**src/hdl/mdms_defs.vh**
```
// Purpose: Constants for the motor drive mode sequencer.
// Assumes: 50 MHz clock, one cycle per 20 ns.
// Notes: Times are kept in their own unit and converted to cycles here.
`ifndef MDMS_DEFS_VH
`define MDMS_DEFS_VH

`define MDMS_CLK_HZ 50000000
// Least time the standby condition must hold, in ms.
`define MDMS_STANDBY_INPUT_HOLD_MS 100
`define MDMS_STANDBY_INPUT_HOLD_CYC ((`MDMS_CLK_HZ / 1000) * `MDMS_STANDBY_INPUT_HOLD_MS)
// Default brake sequence time, in ms.
`define MDMS_BRAKE_MS 1000
`define MDMS_BRAKE_CYC ((`MDMS_CLK_HZ / 1000) * `MDMS_BRAKE_MS)
// Default automatic restart time after an error, in ms.
`define MDMS_RESTART_MS 1000
`define MDMS_RESTART_CYC ((`MDMS_CLK_HZ / 1000) * `MDMS_RESTART_MS)
// Counter width wide enough for all of the counts above.
`define MDMS_CNT_W 32
// Reset value of the one-hot state register (power-on state).
`define MDMS_ST_RST 7'h01
// Reset value of both synchroniser stages: every input reads low.
`define MDMS_SYNC_RST 4'h0

`endif

```
**src/hdl/mdms_timer.v**
```verilog
// Purpose: Loadable down counter that flags when a delay has run out.
// Assumes: Load takes priority over counting.
// Notes: Done is high once the count reaches zero and stays high until the next load.
`timescale 1ns/100ps
`include "mdms_defs.vh"

module mdms_timer (
  input wire clk,
  input wire rst_n,
  input wire load,
  input wire [`MDMS_CNT_W-1:0] load_val,
  output wire done
);

  reg [`MDMS_CNT_W-1:0] cnt_q;

  // Count down toward zero, reload on request.
  always @(posedge clk) begin
    if (!rst_n) begin
      cnt_q <= {`MDMS_CNT_W{1'b0}};
    end else if (load) begin
      cnt_q <= load_val;
    end else if (cnt_q != {`MDMS_CNT_W{1'b0}}) begin
      cnt_q <= cnt_q - {{(`MDMS_CNT_W-1){1'b0}}, 1'b1};
    end
  end

  // Done while the counter rests at zero and no load is pending.
  assign done = (cnt_q == {`MDMS_CNT_W{1'b0}}) && !load;

endmodule

```
**src/hdl/mdms_top.v**
```verilog
// Purpose: Operating-mode sequencer of a sensorless motor predriver.
// Assumes: Speed command and fault inputs come from other clock domains.
// Notes: Long delays are parameters so a simulation can shorten them.
`timescale 1ns/100ps
`include "mdms_defs.vh"

////////////////////////////////////////////////////////////////////////
// Operation
// - Load settings from store before motor activity.
// - After loading, brake then enter idle.
// - Speed command present starts startup sequence.
// - Speed command withdrawn stops motor drive.
// - Fault enters error, restarts after restart time.
// - Error with zero command goes to idle.
// - Standby turns every output pin off.
// - Entering standby clears all latched errors.
// - Select 0: standby on standby input low.
// - Select 1: standby needs input low, command zero.
// - Select 1: overrides set forbid standby entry.
// - Idle holds power transistors off, command starts.
module mdms_top #(
  parameter [`MDMS_CNT_W-1:0] STANDBY_INPUT_HOLD_CYC = `MDMS_STANDBY_INPUT_HOLD_CYC,
  parameter [`MDMS_CNT_W-1:0] BRAKE_CYC = `MDMS_BRAKE_CYC,
  parameter [`MDMS_CNT_W-1:0] RESTART_CYC = `MDMS_RESTART_CYC
) (
  input wire CLK,
  input wire RST_N,
  input wire STANDBY_INPUT,
  input wire SPEED_CMD,
  input wire FAULT,
  input wire STANDBY_CONDITION_SELECT,
  input wire FULL_OFF_OVERRIDE,
  input wire NEVER_STOP_OPTION,
  input wire SPEED_COMMAND_INVERT,
  input wire STORE_LOAD_DONE,
  output reg STORE_LOAD_REQ,
  output reg PARAMS_VALID,
  output reg BRAKE_ON,
  output reg STARTUP_ON,
  output reg DRIVE_ON,
  output reg OUTPUT_ENABLE,
  output reg ERROR_FLAG,
  output reg STANDBY_ACTIVE,
  output reg [6:0] MODE
);

  // One-hot states.
  localparam [6:0] ST_PWRUP = 7'h01;
  localparam [6:0] ST_LOAD = 7'h02;
  localparam [6:0] ST_BRAKE = 7'h04;
  localparam [6:0] ST_IDLE = 7'h08;
  localparam [6:0] ST_RUN = 7'h10;
  localparam [6:0] ST_ERROR = 7'h20;
  localparam [6:0] ST_STANDBY_INPUT = 7'h40;

  //////////////////////////////////////////////////////////////////////
  // Input synchronisers: two flops per asynchronous input.
  reg [3:0] sync1_q;
  reg [3:0] sync2_q;
  wire [3:0] raw_in;
  assign raw_in = {STORE_LOAD_DONE, FAULT, SPEED_CMD, STANDBY_INPUT};

  // Only the second stage is read by logic. Reset reads load as not done,
  // so a stale stage cannot skip the load, and the pin as low, which only
  // keeps power-up waiting since standby is ignored there.
  always @(posedge CLK) begin
    if (!RST_N) begin
      sync1_q <= `MDMS_SYNC_RST;
      sync2_q <= `MDMS_SYNC_RST;
    end else begin
      sync1_q <= raw_in;
      sync2_q <= sync1_q;
    end
  end

  wire standby_input_pin_s = sync2_q[0];
  wire spd_s = sync2_q[1];
  wire fault_s = sync2_q[2];
  wire load_done_s = sync2_q[3];

  //////////////////////////////////////////////////////////////////////
  // Standby condition decode.
  function standby_input_cond;
    input pin_low;
    input sel;
    input spd;
    input ovr;
    begin
      if (!sel) begin
        standby_input_cond = pin_low;
      end else begin
        standby_input_cond = pin_low && !spd && !ovr;
      end
    end
  endfunction

  wire overrides = FULL_OFF_OVERRIDE | NEVER_STOP_OPTION |
    SPEED_COMMAND_INVERT;
  wire cond_now = standby_input_cond(!standby_input_pin_s, STANDBY_CONDITION_SELECT, spd_s,
    overrides);

  //////////////////////////////////////////////////////////////////////
  // Qualification timer: condition must hold steadily before entry.
  reg [6:0] state_q;
  reg [6:0] state_d;
  reg cond_q;
  wire qual_done;

  // Remember the last condition level to restart timing on a change.
  always @(posedge CLK) begin
    if (!RST_N) begin
      cond_q <= 1'b0;
    end else begin
      cond_q <= cond_now;
    end
  end

  mdms_timer u_qual (
    .clk(CLK),
    .rst_n(RST_N),
    .load(!cond_now || !cond_q),
    .load_val(STANDBY_INPUT_HOLD_CYC),
    .done(qual_done)
  );

  wire standby_input_go = cond_now && qual_done;

  //////////////////////////////////////////////////////////////////////
  // Shared state timer for brake and restart delays.
  reg tmr_load;
  reg [`MDMS_CNT_W-1:0] tmr_val;
  wire tmr_done;

  mdms_timer u_seq (
    .clk(CLK),
    .rst_n(RST_N),
    .load(tmr_load),
    .load_val(tmr_val),
    .done(tmr_done)
  );

  //////////////////////////////////////////////////////////////////////
  // Next-state logic.
  always @* begin
    state_d = state_q;
    tmr_load = 1'b0;
    tmr_val = BRAKE_CYC;
    case (state_q)
      ST_PWRUP: begin
        if (standby_input_pin_s) begin
          state_d = ST_LOAD;
        end
      end
      ST_LOAD: begin
        if (load_done_s) begin
          state_d = ST_BRAKE;
          tmr_load = 1'b1;
        end
      end
      ST_BRAKE: begin
        if (tmr_done) begin
          state_d = ST_IDLE;
        end
      end
      ST_IDLE: begin
        if (fault_s) begin
          state_d = ST_ERROR;
          tmr_load = 1'b1;
          tmr_val = RESTART_CYC;
        end else if (spd_s) begin
          state_d = ST_RUN;
        end
      end
      ST_RUN: begin
        if (fault_s) begin
          state_d = ST_ERROR;
          tmr_load = 1'b1;
          tmr_val = RESTART_CYC;
        end else if (!spd_s) begin
          state_d = ST_IDLE;
        end
      end
      ST_ERROR: begin
        if (!spd_s) begin
          state_d = ST_IDLE;
        end else if (tmr_done && !fault_s) begin
          state_d = ST_RUN;
        end
      end
      ST_STANDBY_INPUT: begin
        if (standby_input_pin_s) begin
          state_d = ST_IDLE;
        end
      end
      default: begin
        state_d = ST_PWRUP;
      end
    endcase
    // Standby entry overrides every operating state once loaded.
    if (standby_input_go && state_q != ST_PWRUP && state_q != ST_LOAD) begin
      state_d = ST_STANDBY_INPUT;
    end
  end

  // State register.
  always @(posedge CLK) begin
    if (!RST_N) begin
      state_q <= `MDMS_ST_RST;
    end else begin
      state_q <= state_d;
    end
  end

  //////////////////////////////////////////////////////////////////////
  // Registered outputs, decoded from the next state; PARAMS_VALID sets on the load handshake and then holds.
  always @(posedge CLK) begin
    if (!RST_N) begin
      STORE_LOAD_REQ <= 1'b0;
      PARAMS_VALID <= 1'b0;
      BRAKE_ON <= 1'b0;
      STARTUP_ON <= 1'b0;
      DRIVE_ON <= 1'b0;
      OUTPUT_ENABLE <= 1'b0;
      ERROR_FLAG <= 1'b0;
      STANDBY_ACTIVE <= 1'b0;
      MODE <= `MDMS_ST_RST;
    end else begin
      STORE_LOAD_REQ <= (state_d == ST_LOAD);
      if (state_q == ST_LOAD && load_done_s) begin
        PARAMS_VALID <= 1'b1;
      end
      BRAKE_ON <= (state_d == ST_BRAKE);
      // Startup pulse marks entry into the run sequence.
      STARTUP_ON <= (state_d == ST_RUN) && (state_q != ST_RUN);
      DRIVE_ON <= (state_d == ST_RUN);
      // Pins are driven only in brake or run; off in idle and standby.
      OUTPUT_ENABLE <= (state_d == ST_RUN) ||
        (state_d == ST_BRAKE);
      if (state_d == ST_STANDBY_INPUT) begin
        ERROR_FLAG <= 1'b0;
      end else if (state_d == ST_ERROR) begin
        ERROR_FLAG <= 1'b1;
      end else if (state_d == ST_IDLE || state_d == ST_RUN) begin
        ERROR_FLAG <= 1'b0;
      end
      STANDBY_ACTIVE <= (state_d == ST_STANDBY_INPUT);
      MODE <= state_d;
    end
  end

endmodule

```
**config.mk**
```make
export PLATFORM = sky130hd
export DESIGN_NAME = mdms_top
export DESIGN_NICKNAME = d
export VERILOG_FILES = /design/src/hdl/mdms_timer.v /design/src/hdl/mdms_top.v
export VERILOG_INCLUDE_DIRS = /design/src /design/src/hdl
export SDC_FILE = /design/constraint.sdc
export NUM_CORES = 1
export LEC_CHECK = 0
export ABC_AREA = 1
export BUFFER_PORTS_ARGS = -buffer_cell sky130_fd_sc_hd__clkbuf_2
export CAP_MARGIN = 10
export CORE_UTILIZATION = 47
export CTS_CLUSTER_SIZE = 40
export DETAILED_ROUTE_END_ITERATION = 8
export PLACE_DENSITY_LB_ADDON = 0.15
export SETUP_SLACK_MARGIN = 0.3
export SYNTH_ARGS = -nofsm -noshare
export SYNTH_HDL_FRONTEND = slang
export SYNTH_SLANG_ARGS = --single-unit
```
**constraint.sdc**
```tcl
create_clock -name CLK -period 2.2 [get_ports CLK]
set_input_delay 0.44 -clock CLK [delete_from_list [all_inputs] [get_ports CLK]]
set_output_delay 0.44 -clock CLK [all_outputs]
set_load 0.01 [all_outputs]
```
Yosys cells after proc, flatten, opt, wreduce, memory -nomap -nowiden
Cells that the tools add are included.

Output and inout port bits: 15. Flip-flop bits (word level): 88. Logic and storage cells: 91. Bits of input ports: 10.

Reductions and logical operators: 32. Equality and inequality tests: 16. Add/subtract/negate cells: 2. Bitwise logic cells: 3. Multiplexer cells: 22.

Operator list (count): 2-to-1 mux 7 bit (11); logical NOT 32 bit (2); nonzero test 32 bit (2); subtractor 32 x 1 -> 32 bit, second input constant (2); 2-to-1 mux 26 bit (2); case mux 7 bit (7 select lines) (1); 2-to-1 mux 23 bit (2); equality test 7 x 2 -> 1 bit, second input constant (2); equality test 7 x 3 -> 1 bit, second input constant (2); equality test 7 x 4 -> 1 bit, second input constant (2); equality test 7 x 5 -> 1 bit, second input constant (2); equality test 7 x 6 -> 1 bit, second input constant (2); equality test 7 bit, second input constant (2); logical AND 1 bit (10); logical NOT 1 bit (8); OR reduction 2 bit (4); equality test 7 x 1 -> 1 bit, second input constant (1); inequality test 7 x 1 -> 1 bit, second input constant (1); inequality test 7 x 2 -> 1 bit, second input constant (1); inequality test 7 x 5 -> 1 bit, second input constant (1); nonzero test 2 bit (3); 2-to-1 mux 1 bit (5); logical OR 1 bit (3); bitwise OR 1 bit (2); other kinds (2) (2).

Depth between registers and ports, before layout
Gate-level depths: netlist of run 1.

Depth after elaboration: 17. Gate-level depth with buffers: 13. Mapped depth without buffers: 13.

Hierarchy
Synthesis of run 1 repeated with hierarchy kept, for this count alone.

Cell total of the unflattened synthesis: 985. Area total of the unflattened synthesis: 5838.1 sq um.

By module, submodules not included: mdms_timer (times used 2, sequential area each 640.6 sq um, area each 2332.2 sq um, cells an instance 407); mdms_top (times used 1, sequential area each 480.5 sq um, area each 1173.6 sq um, cells an instance 171).

Worst setup path after synthesis of run 1
OpenSTA, ideal clock, no wires.

Path kind: flip-flop to flip-flop. Start: register u_qual.cnt_q[0]. End: register u_qual.cnt_q[22]. Period minus slack after synthesis: 1713 ps. Required time: 2085 ps. Path buffers: 1. Stages on the path, launching flop included: 10. Slack: 487 ps. Setup time: 115 ps. Data arrival time: 1598 ps. Cells stage by stage: dfxtp_1 inv_1 ha_1 nand2_1 nor2_4 nand2_1 nor2_4 buf_4 nor2_1 o21a_1.

Word-level cells in the longest chain between the ends: 3. Elaborated cells between the ends (all ways): 5. Classes of those cells: add/sub (1); mux (2); reduce/logical (2).

Ends and longest elaborated chain: from (decl) (line mdms_timer.v:15) `` reg [`MDMS_CNT_W-1:0] cnt_q; ``; from (signal assigned) (line mdms_timer.v:20) `` cnt_q <= {`MDMS_CNT_W{1'b0}}; ``; from (signal assigned) (line mdms_timer.v:22) `cnt_q <= load_val;`; from (signal assigned) (line mdms_timer.v:24) `` cnt_q <= cnt_q - {{(`MDMS_CNT_W-1){1'b0}}, 1'b1}; ``; subtractor 32 x 1 -> 32 bit (line mdms_timer.v:24); 2-to-1 mux 23 bit (line mdms_timer.v:23) `` end else if (cnt_q != {`MDMS_CNT_W{1'b0}}) begin ``; 2-to-1 mux 23 bit (line mdms_timer.v:21) `end else if (load) begin`.

Parallel ways exist; a longest one is shown, timed or not. The select of a mux whose other input is x is not followed. A chain may end at the register's enable or synchronous reset.

Worst setup path after layout of run 1
Start: register u_seq.cnt_q[0]. End: register u_seq.cnt_q[12].

Word-level cells in the longest chain between the ends: 3. Elaborated cells between the ends (all ways): 5. Classes of those cells: add/sub (1); mux (2); reduce/logical (2).

Ends and longest elaborated chain (line): from (decl) (mdms_timer.v:15); from (signal assigned) (mdms_timer.v:20); from (signal assigned) (mdms_timer.v:22); from (signal assigned) (mdms_timer.v:24); subtractor 32 x 1 -> 32 bit (mdms_timer.v:24); 2-to-1 mux 26 bit (mdms_timer.v:23); 2-to-1 mux 26 bit (mdms_timer.v:21).

Parallel ways exist; a longest one is shown, timed or not. The select of a mux whose other input is x is not followed.

==> metrics.yaml, run 1 <==
floorplanning:
  start_util_pct: 48.9
  ios: 25
  dieArea_mm2: 0.0101
  die_h_um: 101
  die_w_um: 101
  rows: 35
  core-area_mm2: 0.00933
logic_synthesis:
  avgSynthCellArea_um2: 6.97
  yosysTopAreaCell: "dfxtp_1"
  yosysTopAreaCellShare_pct: 38.6
  synth.area.top_cells: "dfxtp_1 39%, nor2_1 12%, nand2_1 10%"
  yosys.cell_count.top_type: "nor2_1"
  synth_common_cells: "144 x nor2_1, 122 x nand2_1, 88 x dfxtp_1"
  synth_edf_count: 0
  ys_types: 40
  synth-seq-cells: 88
  synthCells: 655
  async_flop_share_pct: 0
  ys_seq_area_share_pct: 38.6
  synth_area_mm2: 0.00456
  syn_nets: 668
  synth_warnings: 0
  ys.flop_type: "dfxtp_1"
layout:
  syn_to_final_growth_pct: 14.3
  final_cells: 828
  antenna_cells: 0
  drive_gt1_share_pct: 18.2
  num-fill-cells: 931
  fin_nets: 707
timing:
  rsz0062_at_grt: "no"
  finalSetupTns_ns: 0
  max_slew_margin_pct: 60.7
  fmaxAchievable_mhz: 553
  setup_viol: 0
  worst_pin_slew_ns: 0.584
  fin_crit_sh_pct: 82.2
  drv_slew: 0
  postLayoutSetupSlackWorst_ns: 0.391
  fin_skew_ns: 0.0168
  hold_viol: 0
  min_period_ns: 1.81
grt:
  grt-ovfl-total: 0
  grt_pass1_wl_um: 18700
  antenna_found_initial: 0
  first_global_vias: 3972
  gr-usage-all-layers_pct: 23.7
  grt_max_degree: 25
clock_tree:
  clk_transition_reported_paths_ns: 0.11
  cts_tree: "built"
  clockBufferDepth: 2
  cts_inserted_buffers: 9
  clk_latency_ns: 0.37
  cts.sinks: 88
  cts_root_buf: "clkbuf_8"
  htreeDepth: 3
  cts_hold_buf: 0
worst_setup_path:
  cp-start-kind: "flip-flop"
  arrival_ns: 2.11
  cp_data_required_time_ns: 2.50
  path_max_fanout: 4
  cp_cell_sequence: "inv_4, ha_2, inv_1, nor2_1, nand2_1, nor3_4, inv_1, or2_2, a31oi_1"
  cp-end-kind: "flip-flop"
  crit_path_frequent_cell: "inv_1"
  slowest_delay_ns: 0.36
  critPathKind: "flip-flop to flip-flop"
  crit_start: "u_seq.cnt_q[0]$_SDFFE_PP0P_"
  r2r_setup_slack_ns: 0.39
  slowest_stage: "dfxtp_2"
  crit_buf_inv: 3
  r2r-start: "u_seq.cnt_q[0]$_SDFFE_PP0P_"
  cpLargestDelayFamily: "simple AND/OR/NAND/NOR gates"
drt:
  viasPerCell: 5.21
  vias: 4312
  drt_iter0_drc: 195
  avgRoutedWirePerCell_um: 13.7
  wl_um: 11300
  drc: 0
  drtAntennaViolNets: 0
  drt_first_pass_iters: 5
min_path:
  hp-start: "FAULT"
  hp-class: "primary input to flip-flop"
run:
  maxCapViolations: 0
power_and_ir_drop:
  ir_drop_mv: 0.876
  comb_power_share_pct: 47.4
  p_leak_nw: 2.32
  p_int_mw: 3.42
  powerDensity_mw_per_mm2: 1200
  switching_share_pct: 45.3
  pwr-share-clk_pct: 18.1
  power.switching_mw: 2.83
  seq_power_share_pct: 34.6
place:
  dp_slack_ns: 0.327
  gp_congestion: 0.926
  dp_hpwl_um: 8410
  portBuffers: 24
  place_inst: 808
status:
  status: "complete, no violations"
-- placed cells by master (no fill, tap or decap), drive strengths merged --
master    synthesis  routed
o211ai            1       1
clkinv            1       2
nor2            161     162
nand2           128     128
xor2             20      20
nor4              6       6
nor3b             1       1
a31o              2       2
a21oi            32      32
o21ai            18      18
or2               6       6
clkinvlp          0       1
inv              64      69
ha                3       3
nand3b            2       2
dfxtp            88      88
xnor2            15      15
buf               5      13
nand3            39      39
and3              1       1
o31ai             1       1
a31oi             5       5
clkbuf            5      33
nand4            15      15
o21a              3       3
a211oi            3       3
nor3             30      30
-- metal layers --
layer / vias to the layer above / global-route usage [%] / wire, µm
met1: 1967 / 31.1 / 5390
met4: 0 / 9.03 / 302
met3: 23 / 5.69 / 619
met2: 132 / 37.6 / 5020
li1: 2190 / - / -
met5: - / 0 / 0
-- power by group through the flow --
| stage | Combinational, mW | Clock (mW) | Sequential (mW) |
|---|---|---|---|
| global placement | 2.54 | 0 | 2.15 |
| global route | 3.34 | 1.22 | 2.21 |
| detailed placement | 2.55 | 0 | 2.16 |
| finish | 2.96 | 1.13 | 2.16 |
| CTS | 2.57 | 1.16 | 2.12 |
| floorplan | 2.09 | 0 | 2.10 |
-- kinds of logic (layout without fill, tap and decap cells) --
logic type / Yosys count / count (layout) / share of synthesized area, %
flops: 88 / 88 / 38.6
xor+xnor: 35 / 35 / 6.72
simple gates: 389 / 390 / 39.4
buf+inv: 75 / 118 / 6.50
compound gates: 65 / 65 / 7.95
fa+ha+maj: 3 / 3 / 0.823
-- flip-flops by register name, indices dropped and copies added, names as in the netlist --
signal          flops
sync1_q             4
PARAMS_VALID        1
DRIVE_ON            1
cond_q              1
BRAKE_ON            1
STORE_LOAD_REQ      1
MODE                7
STARTUP_ON          1
sync2_q             4
u_qual.cnt_q       32
STANDBY_ACTIVE      1
ERROR_FLAG          1
OUTPUT_ENABLE       1
u_seq.cnt_q        32
-- per-stage QoR --
stage               utilization (%)  instance area (µm²)  hold slack [ns]  power, mW
global route                   55.9                 5220            0.229       6.77
floorplan                         -                 4560            0.390       4.19
detailed placement             52.2                 4870            0.399       4.71
finish                         55.9                 5220            0.244       6.25
CTS                            54.3                 5060            0.231       5.85
global placement               52.2                 4870            0.395       4.69
-- cell type report --
class                      instances  area [µm²]  area share, %
clock buffer                       9         124           2.37
inverter                          65         254           4.87
clock inverter                     7        72.6           1.39
tap                              129         161           3.09
timing repair buffer              37         218           4.17
sequential                        88        1770           33.9
multi-input combinational        493        2620           50.2
-- worst reg2reg max path: stages (launching register included) --
cell	delay, ns
dfxtp_2	0.36
inv_4	0.08
ha_2	0.20
inv_1	0.09
nor2_1	0.13
nand2_1	0.13
nor3_4	0.25
inv_1	0.10
or2_2	0.28
a31oi_1	0.12
-- worst paths after layout --
check | to | cells after the start
setup reg to reg | u_seq.cnt_q[12]$_SDFFE_PN0N_ | 9
hold / removal | sync1_q[2]$_SDFF_PN0_ | 3
setup / recovery | u_seq.cnt_q[12]$_SDFFE_PN0N_ | 9
hold reg to reg | sync2_q[2]$_SDFF_PN0_ | 2
-- repair_timing --
action,4_1_cts,5_1_grt
buffers inserted,0,3
setup endpoints to repair,0,41
resized for setup,0,39
hold endpoints to repair,0,0
No activity file was read; power rests on OpenSTA's default activity.
==> run 2: changes to the inputs <==
--- a/config.mk
+++ b/config.mk
@@ -6,7 +6,7 @@
 export SDC_FILE = /design/constraint.sdc
 export NUM_CORES = 1
 export LEC_CHECK = 0
-export ABC_AREA = 1
+export ABC_AREA = 0
 export BUFFER_PORTS_ARGS = -buffer_cell sky130_fd_sc_hd__clkbuf_2
 export CAP_MARGIN = 10
 export CORE_UTILIZATION = 47
==> constraint.sdc (replaced) <==
create_clock -name CLK -period 1.8 [get_ports CLK]
set_input_delay 0.36 -clock CLK [delete_from_list [all_inputs] [get_ports CLK]]
set_output_delay 0.36 -clock CLK [all_outputs]
set_load 0.01 [all_outputs]
==> metrics.yaml, run 2 <==
grt:
  gr-usage-all-layers_pct: 26.0
  grt_max_degree: 24
  first_global_vias: 3947
  grt_pass1_wl_um: 18100
  grt-ovfl-total: 0
  antenna_found_initial: 0
floorplanning:
  dieArea_mm2: 0.00895
  die_h_um: 94.6
  core-area_mm2: 0.00826
  start_util_pct: 48.8
  rows: 33
  die_w_um: 94.6
  ios: 25
worst_setup_path:
  r2r-start: "u_seq.cnt_q[1]$_SDFFE_PP0P_"
  cp_data_required_time_ns: 2.03
  r2r_setup_slack_ns: -0.74
  r2r_cells: 9
  cp-end-kind: "flip-flop"
  path_max_fanout: 8
  crit_start: "u_seq.cnt_q[1]$_SDFFE_PP0P_"
  reg2reg_to: "u_seq.cnt_q[25]$_SDFFE_PN0N_"
  critPathKind: "flip-flop to flip-flop"
  cp-start-kind: "flip-flop"
  arrival_ns: 2.77
min_path:
  hold_depth: 2
  hp-start: "FAULT"
  hp-class: "primary input to flip-flop"
  holdPathEnd: "sync1_q[2]$_SDFF_PN0_"
clock_tree:
  clk_transition_reported_paths_ns: 0.08
  htreeDepth: 3
  cts.sinks: 88
  cts_root_buf: "clkbuf_8"
  clk_latency_ns: 0.36
  cts_tree: "built"
  clockBufferDepth: 2
  cts_inserted_buffers: 9
  cts_hold_buf: 0
drt:
  drtAntennaViolNets: 0
  vias: 4078
  drt_first_pass_iters: 4
  wl_um: 11500
  avgRoutedWirePerCell_um: 15.6
  viasPerCell: 5.53
  drc: 0
  drt_iter0_drc: 137
power_and_ir_drop:
  powerDensity_mw_per_mm2: 1330
  ir_drop_mv: 1.53
  p_leak_nw: 2.54
logic_synthesis:
  synth_common_cells: "88 x dfxtp_1, 76 x nor2_1, 29 x xnor2_1"
  ys_types: 53
  yosysTopAreaCell: "dfxtp_1"
  yosysTopAreaCellShare_pct: 43.7
  synth.area.top_cells: "dfxtp_1 44%, nor2_1 7.1%, xnor2_1 6.3%"
  synthCells: 462
  syn_nets: 475
  ys.flop_type: "dfxtp_1"
  avgSynthCellArea_um2: 8.72
  yosys.cell_count.top_type: "dfxtp_1"
  synth_area_mm2: 0.00403
  synth-seq-cells: 88
  synth_edf_count: 0
  async_flop_share_pct: 0
  synth_warnings: 0
  ys_seq_area_share_pct: 43.7
timing:
  worst_pin_slew_ns: 0.486
  max_slew_margin_pct: 67.4
  hold_viol: 0
  fmaxAchievable_mhz: 394
  timing.hold.ws_ns: 0.210
  fin_skew_ns: 0.0106
  drv_slew: 0
  rsz0062_at_grt: "yes"
  setup_viol: 78
  postLayoutSetupSlackWorst_ns: -0.737
  min_period_ns: 2.54
  fin_crit_sh_pct: 141
place:
  portBuffers: 24
  dp_hpwl_um: 7300
  place_area_mm2: 0.00540
  place_inst: 694
  gp_congestion: 0.836
layout:
  mostFrequentLayoutCells: "121 x buf_4, 74 x dfxtp_1, 68 x nor2_1"
  fin_nets: 641
  final_common_cell: "buf_4"
  antenna_cells: 0
  syn_to_final_growth_pct: 52.8
  fin_util_pct: 74.6
  drive_gt1_share_pct: 45.4
  reg.largest.list: "u_qual.cnt_q x32, u_seq.cnt_q x32, MODE x7"
  final_cell_area_mm2: 0.00616
  final_cells: 737
run:
  maxCapViolations: 0
status:
  status: "finished with violations"
  failed_checks: "negative setup slack"
## run 2: cells by family after synthesis
kind of cell               count (synthesis)  share of synthesized area [%]
and+or+nand+nor                          221                           29.1
DFF                                       88                           43.7
AOI/OAI and AO/OA                         62                           10.6
xor gates and xnor gates                  56                           12.2
buffers and inverters                     30                           2.95
adders and majority gates                  4                           1.18
muxes                                      1                          0.248
## run 2: cell type report
cell class / count / area [µm²]
multi-input combinational: 345 / 2690
fill: 590 / 2100
sequential: 88 / 1780
timing repair buffer: 175 / 1380
clock buffer: 11 / 131
tap: 105 / 131
inverter: 9 / 33.8
clock inverter: 4 / 22.5
## run 2: what timing repair did
action,in CTS,in global routing
cloned,1,0
setup endpoints to repair,79,79
pin swaps,51,52
gates resized for setup,62,32
setup buffers,19,8
## run 2: worst max-delay path by stage
stage / endpoint / slack (ns)
global placement: ERROR_FLAG$_SDFFE_PP0P_ / -0.59
CTS: u_seq.cnt_q[13]$_SDFFE_PN0N_ / -0.65
global route: ERROR_FLAG$_SDFFE_PP0P_ / -0.83
detailed placement: ERROR_FLAG$_SDFFE_PP0P_ / -0.65
finish: u_seq.cnt_q[25]$_SDFFE_PN0N_ / -0.74
floorplan: ERROR_FLAG$_SDFFE_PP0P_ / -0.62
## run 2: report_power, final
part           total, mW  internal, mW  switching [mW]  leakage (nW)
clock network       1.17         0.489           0.681        0.0789
logic               4.52          2.23            2.29          1.74
registers           2.50          2.29           0.209         0.723
## run 2: layer usage
metal,track usage (%),routed length [µm],vias to the layer above
met5,0,0,-
met4,11.0,282,0
met3,3.78,497,23
met2,44.1,5730,115
met1,32.7,4970,1972
li1,-,-,1968
## run 2: worst max-delay path: stages (launching register included)
cell and delay, ns:
dfxtp_2 0.34, inv_2 0.07, ha_2 0.17, or4b_4 0.45, or4_4 0.56, buf_4 0.17
o211a_4 0.29, nand4b_1 0.12, xor2_1 0.15, a21boi_0 0.11
## run 2: stage by stage
| step | worst slack, ns | TNS (ns) | power [mW] |
|---|---|---|---|
| 5_1_grt | -0.833 | -40.18 | 8.68 |
| 4_1_cts | -0.647 | -26.29 | 7.91 |
| 2_1_floorplan | -0.624 | -27.61 | 4.87 |
| 3_3_place_gp | -0.587 | -23.47 | 6.28 |
| 6_report | -0.737 | -32.36 | 8.19 |
| 3_5_place_dp | -0.648 | -26.70 | 6.40 |
==> run 3: changes to the inputs <==
--- a/config.mk
+++ b/config.mk
@@ -9,7 +9,7 @@
 export ABC_AREA = 0
 export BUFFER_PORTS_ARGS = -buffer_cell sky130_fd_sc_hd__clkbuf_2
 export CAP_MARGIN = 10
-export CORE_UTILIZATION = 47
+export CORE_UTILIZATION = 54
 export CTS_CLUSTER_SIZE = 40
 export DETAILED_ROUTE_END_ITERATION = 8
 export PLACE_DENSITY_LB_ADDON = 0.15
==> constraint.sdc (replaced) <==
create_clock -name CLK -period 2.1 [get_ports CLK]
set_input_delay 0.42 -clock CLK [delete_from_list [all_inputs] [get_ports CLK]]
set_output_delay 0.42 -clock CLK [all_outputs]
set_load 0.01 [all_outputs]
==> metrics.yaml, run 3 (synthesized netlist as in run 2, its figures left out) <==
status:
  status: "finished with violations"
  failed_checks: "negative setup slack"
worst_setup_path:
  critPathKind: "flip-flop to flip-flop"
  cp-start-kind: "flip-flop"
  path_max_fanout: 2
  cp_data_required_time_ns: 2.35
  cp-end-kind: "flip-flop"
  arrival_ns: 2.74
grt:
  grt_max_degree: 24
  antenna_found_initial: 0
  gr-usage-all-layers_pct: 28.6
  first_global_vias: 3789
  grt-ovfl-total: 0
  grt_pass1_wl_um: 17200
power_and_ir_drop:
  ir_drop_mv: 1.16
  p_leak_nw: 2.30
  powerDensity_mw_per_mm2: 1200
  total_power_mw: 6.96
floorplanning:
  dieArea_mm2: 0.00781
  rows: 31
  core-area_mm2: 0.00721
  ios: 25
  die_h_um: 88.4
  start_util_pct: 55.9
  die_w_um: 88.4
place:
  portBuffers: 24
  gp_congestion: 0.817
  dp_hpwl_um: 6690
layout:
  final_common_cell: "dfxtp_1"
  reg.largest.list: "u_qual.cnt_q x32, u_seq.cnt_q x32, MODE x7"
  antenna_cells: 0
  drive_gt1_share_pct: 40.9
  mostFrequentLayoutCells: "75 x dfxtp_1, 72 x buf_4, 68 x nor2_1"
  fin_nets: 582
  num-fill-cells: 472
  syn_to_final_growth_pct: 43.7
clock_tree:
  cts_inserted_buffers: 9
  htreeDepth: 3
  cts.sinks: 88
  cts_root_buf: "clkbuf_8"
  clk_latency_ns: 0.37
  cts_tree: "built"
  cts_hold_buf: 0
  clockBufferDepth: 2
  clk_transition_reported_paths_ns: 0.08
timing:
  postLayoutSetupSlackWorst_ns: -0.390
  hold_viol: 0
  timing.hold.ws_ns: 0.260
  min_period_ns: 2.49
  fmaxAchievable_mhz: 402
  setup_viol: 41
  fin_skew_ns: 0.00985
  max_slew_margin_pct: 60.4
  rsz0062_at_grt: "yes"
  worst_pin_slew_ns: 0.590
  fin_crit_sh_pct: 119
  drv_slew: 0
drt:
  vias: 3881
  avgRoutedWirePerCell_um: 17.1
  drt_first_pass_iters: 4
  wl_um: 11500
  drt_iter0_drc: 129
  viasPerCell: 5.78
  drc: 0
  drtAntennaViolNets: 0
min_path:
  hp-class: "primary input to flip-flop"
run:
  maxCapViolations: 0
==> run 3: changes by cell type in the layout (fill, tap and decap cells not counted), moves of 3 or more <==
cell | before | now
nor3_1 | 17 | 13
buf_6 | 29 | 16
nor3_4 | 2 | 5
buf_8 | 0 | 3
dfxtp_2 | 14 | 11
buf_4 | 121 | 72
==> run 3: cell type report <==
type	instances	area, µm²	area share [%]
multi-input cells	344	2750	47.4
flip-flops and latches	88	1780	30.8
repair buffers	117	931	16.1
clock buffers	10	128	2.20
well taps	99	124	2.14
clock inverters	4	47.5	0.821
inverters	9	33.8	0.583
==> run 3: critical path: stages, from the launching register on <==
cell,delay (ns)
dfxtp_2,0.33
inv_2,0.08
ha_4,0.12
or4b_4,0.44
or4_4,0.51
o311a_1,0.34
nor3_2,0.21
mux2i_1,0.12
o211a_1,0.23
==> run 3: report_power, final <==
group          total [mW]  switching [mW]  internal (mW)
Combinational        3.63            1.89           1.74
Clock                1.12           0.586          0.533
Sequential           2.21           0.251           1.96
==> run 3: timing repair <==
action                                  CTS  global route
endpoints found under the setup margin   78            78
pin swaps                                44            53
gates cloned                              0             1
resized for setup                        63            40
buffers inserted                         15             9
==> run 3: worst paths after layout <==
check | startpoint | end | slack [ns] | depth (start not counted)
setup / recovery | u_seq.cnt_q[0]$_SDFFE_PP0P_ | ERROR_FLAG$_SDFFE_PP0P_ | -0.39 | 8
setup reg to reg | u_seq.cnt_q[0]$_SDFFE_PP0P_ | ERROR_FLAG$_SDFFE_PP0P_ | -0.39 | 8
hold reg to reg | sync1_q[3]$_SDFF_PN0_ | sync2_q[3]$_SDFF_PN0_ | 0.43 | 1
hold / removal | SPEED_CMD | sync1_q[1]$_SDFF_PN0_ | 0.26 | 2
==> run 3: through the flow <==
stage	setup slack [ns]	utilization [%]	instances	cell area [µm²]	TNS [ns]
2_1_floorplan	-0.324	-	462	4340	-6.79
3_3_place_gp	-0.280	69.0	632	4980	-5.73
3_5_place_dp	-0.386	69.0	632	4980	-7.62
4_1_cts	-0.432	76.4	661	5510	-12.32
5_1_grt	-0.486	80.3	671	5790	-14.55
6_report	-0.390	80.3	671	5790	-10.74
==> run 3: routing by layer <==
metal	GRT usage [%]	routed length, µm
met1	31.9	4570
met2	52.7	6050
met3	6.16	526
met4	11.9	312
met5	0	0
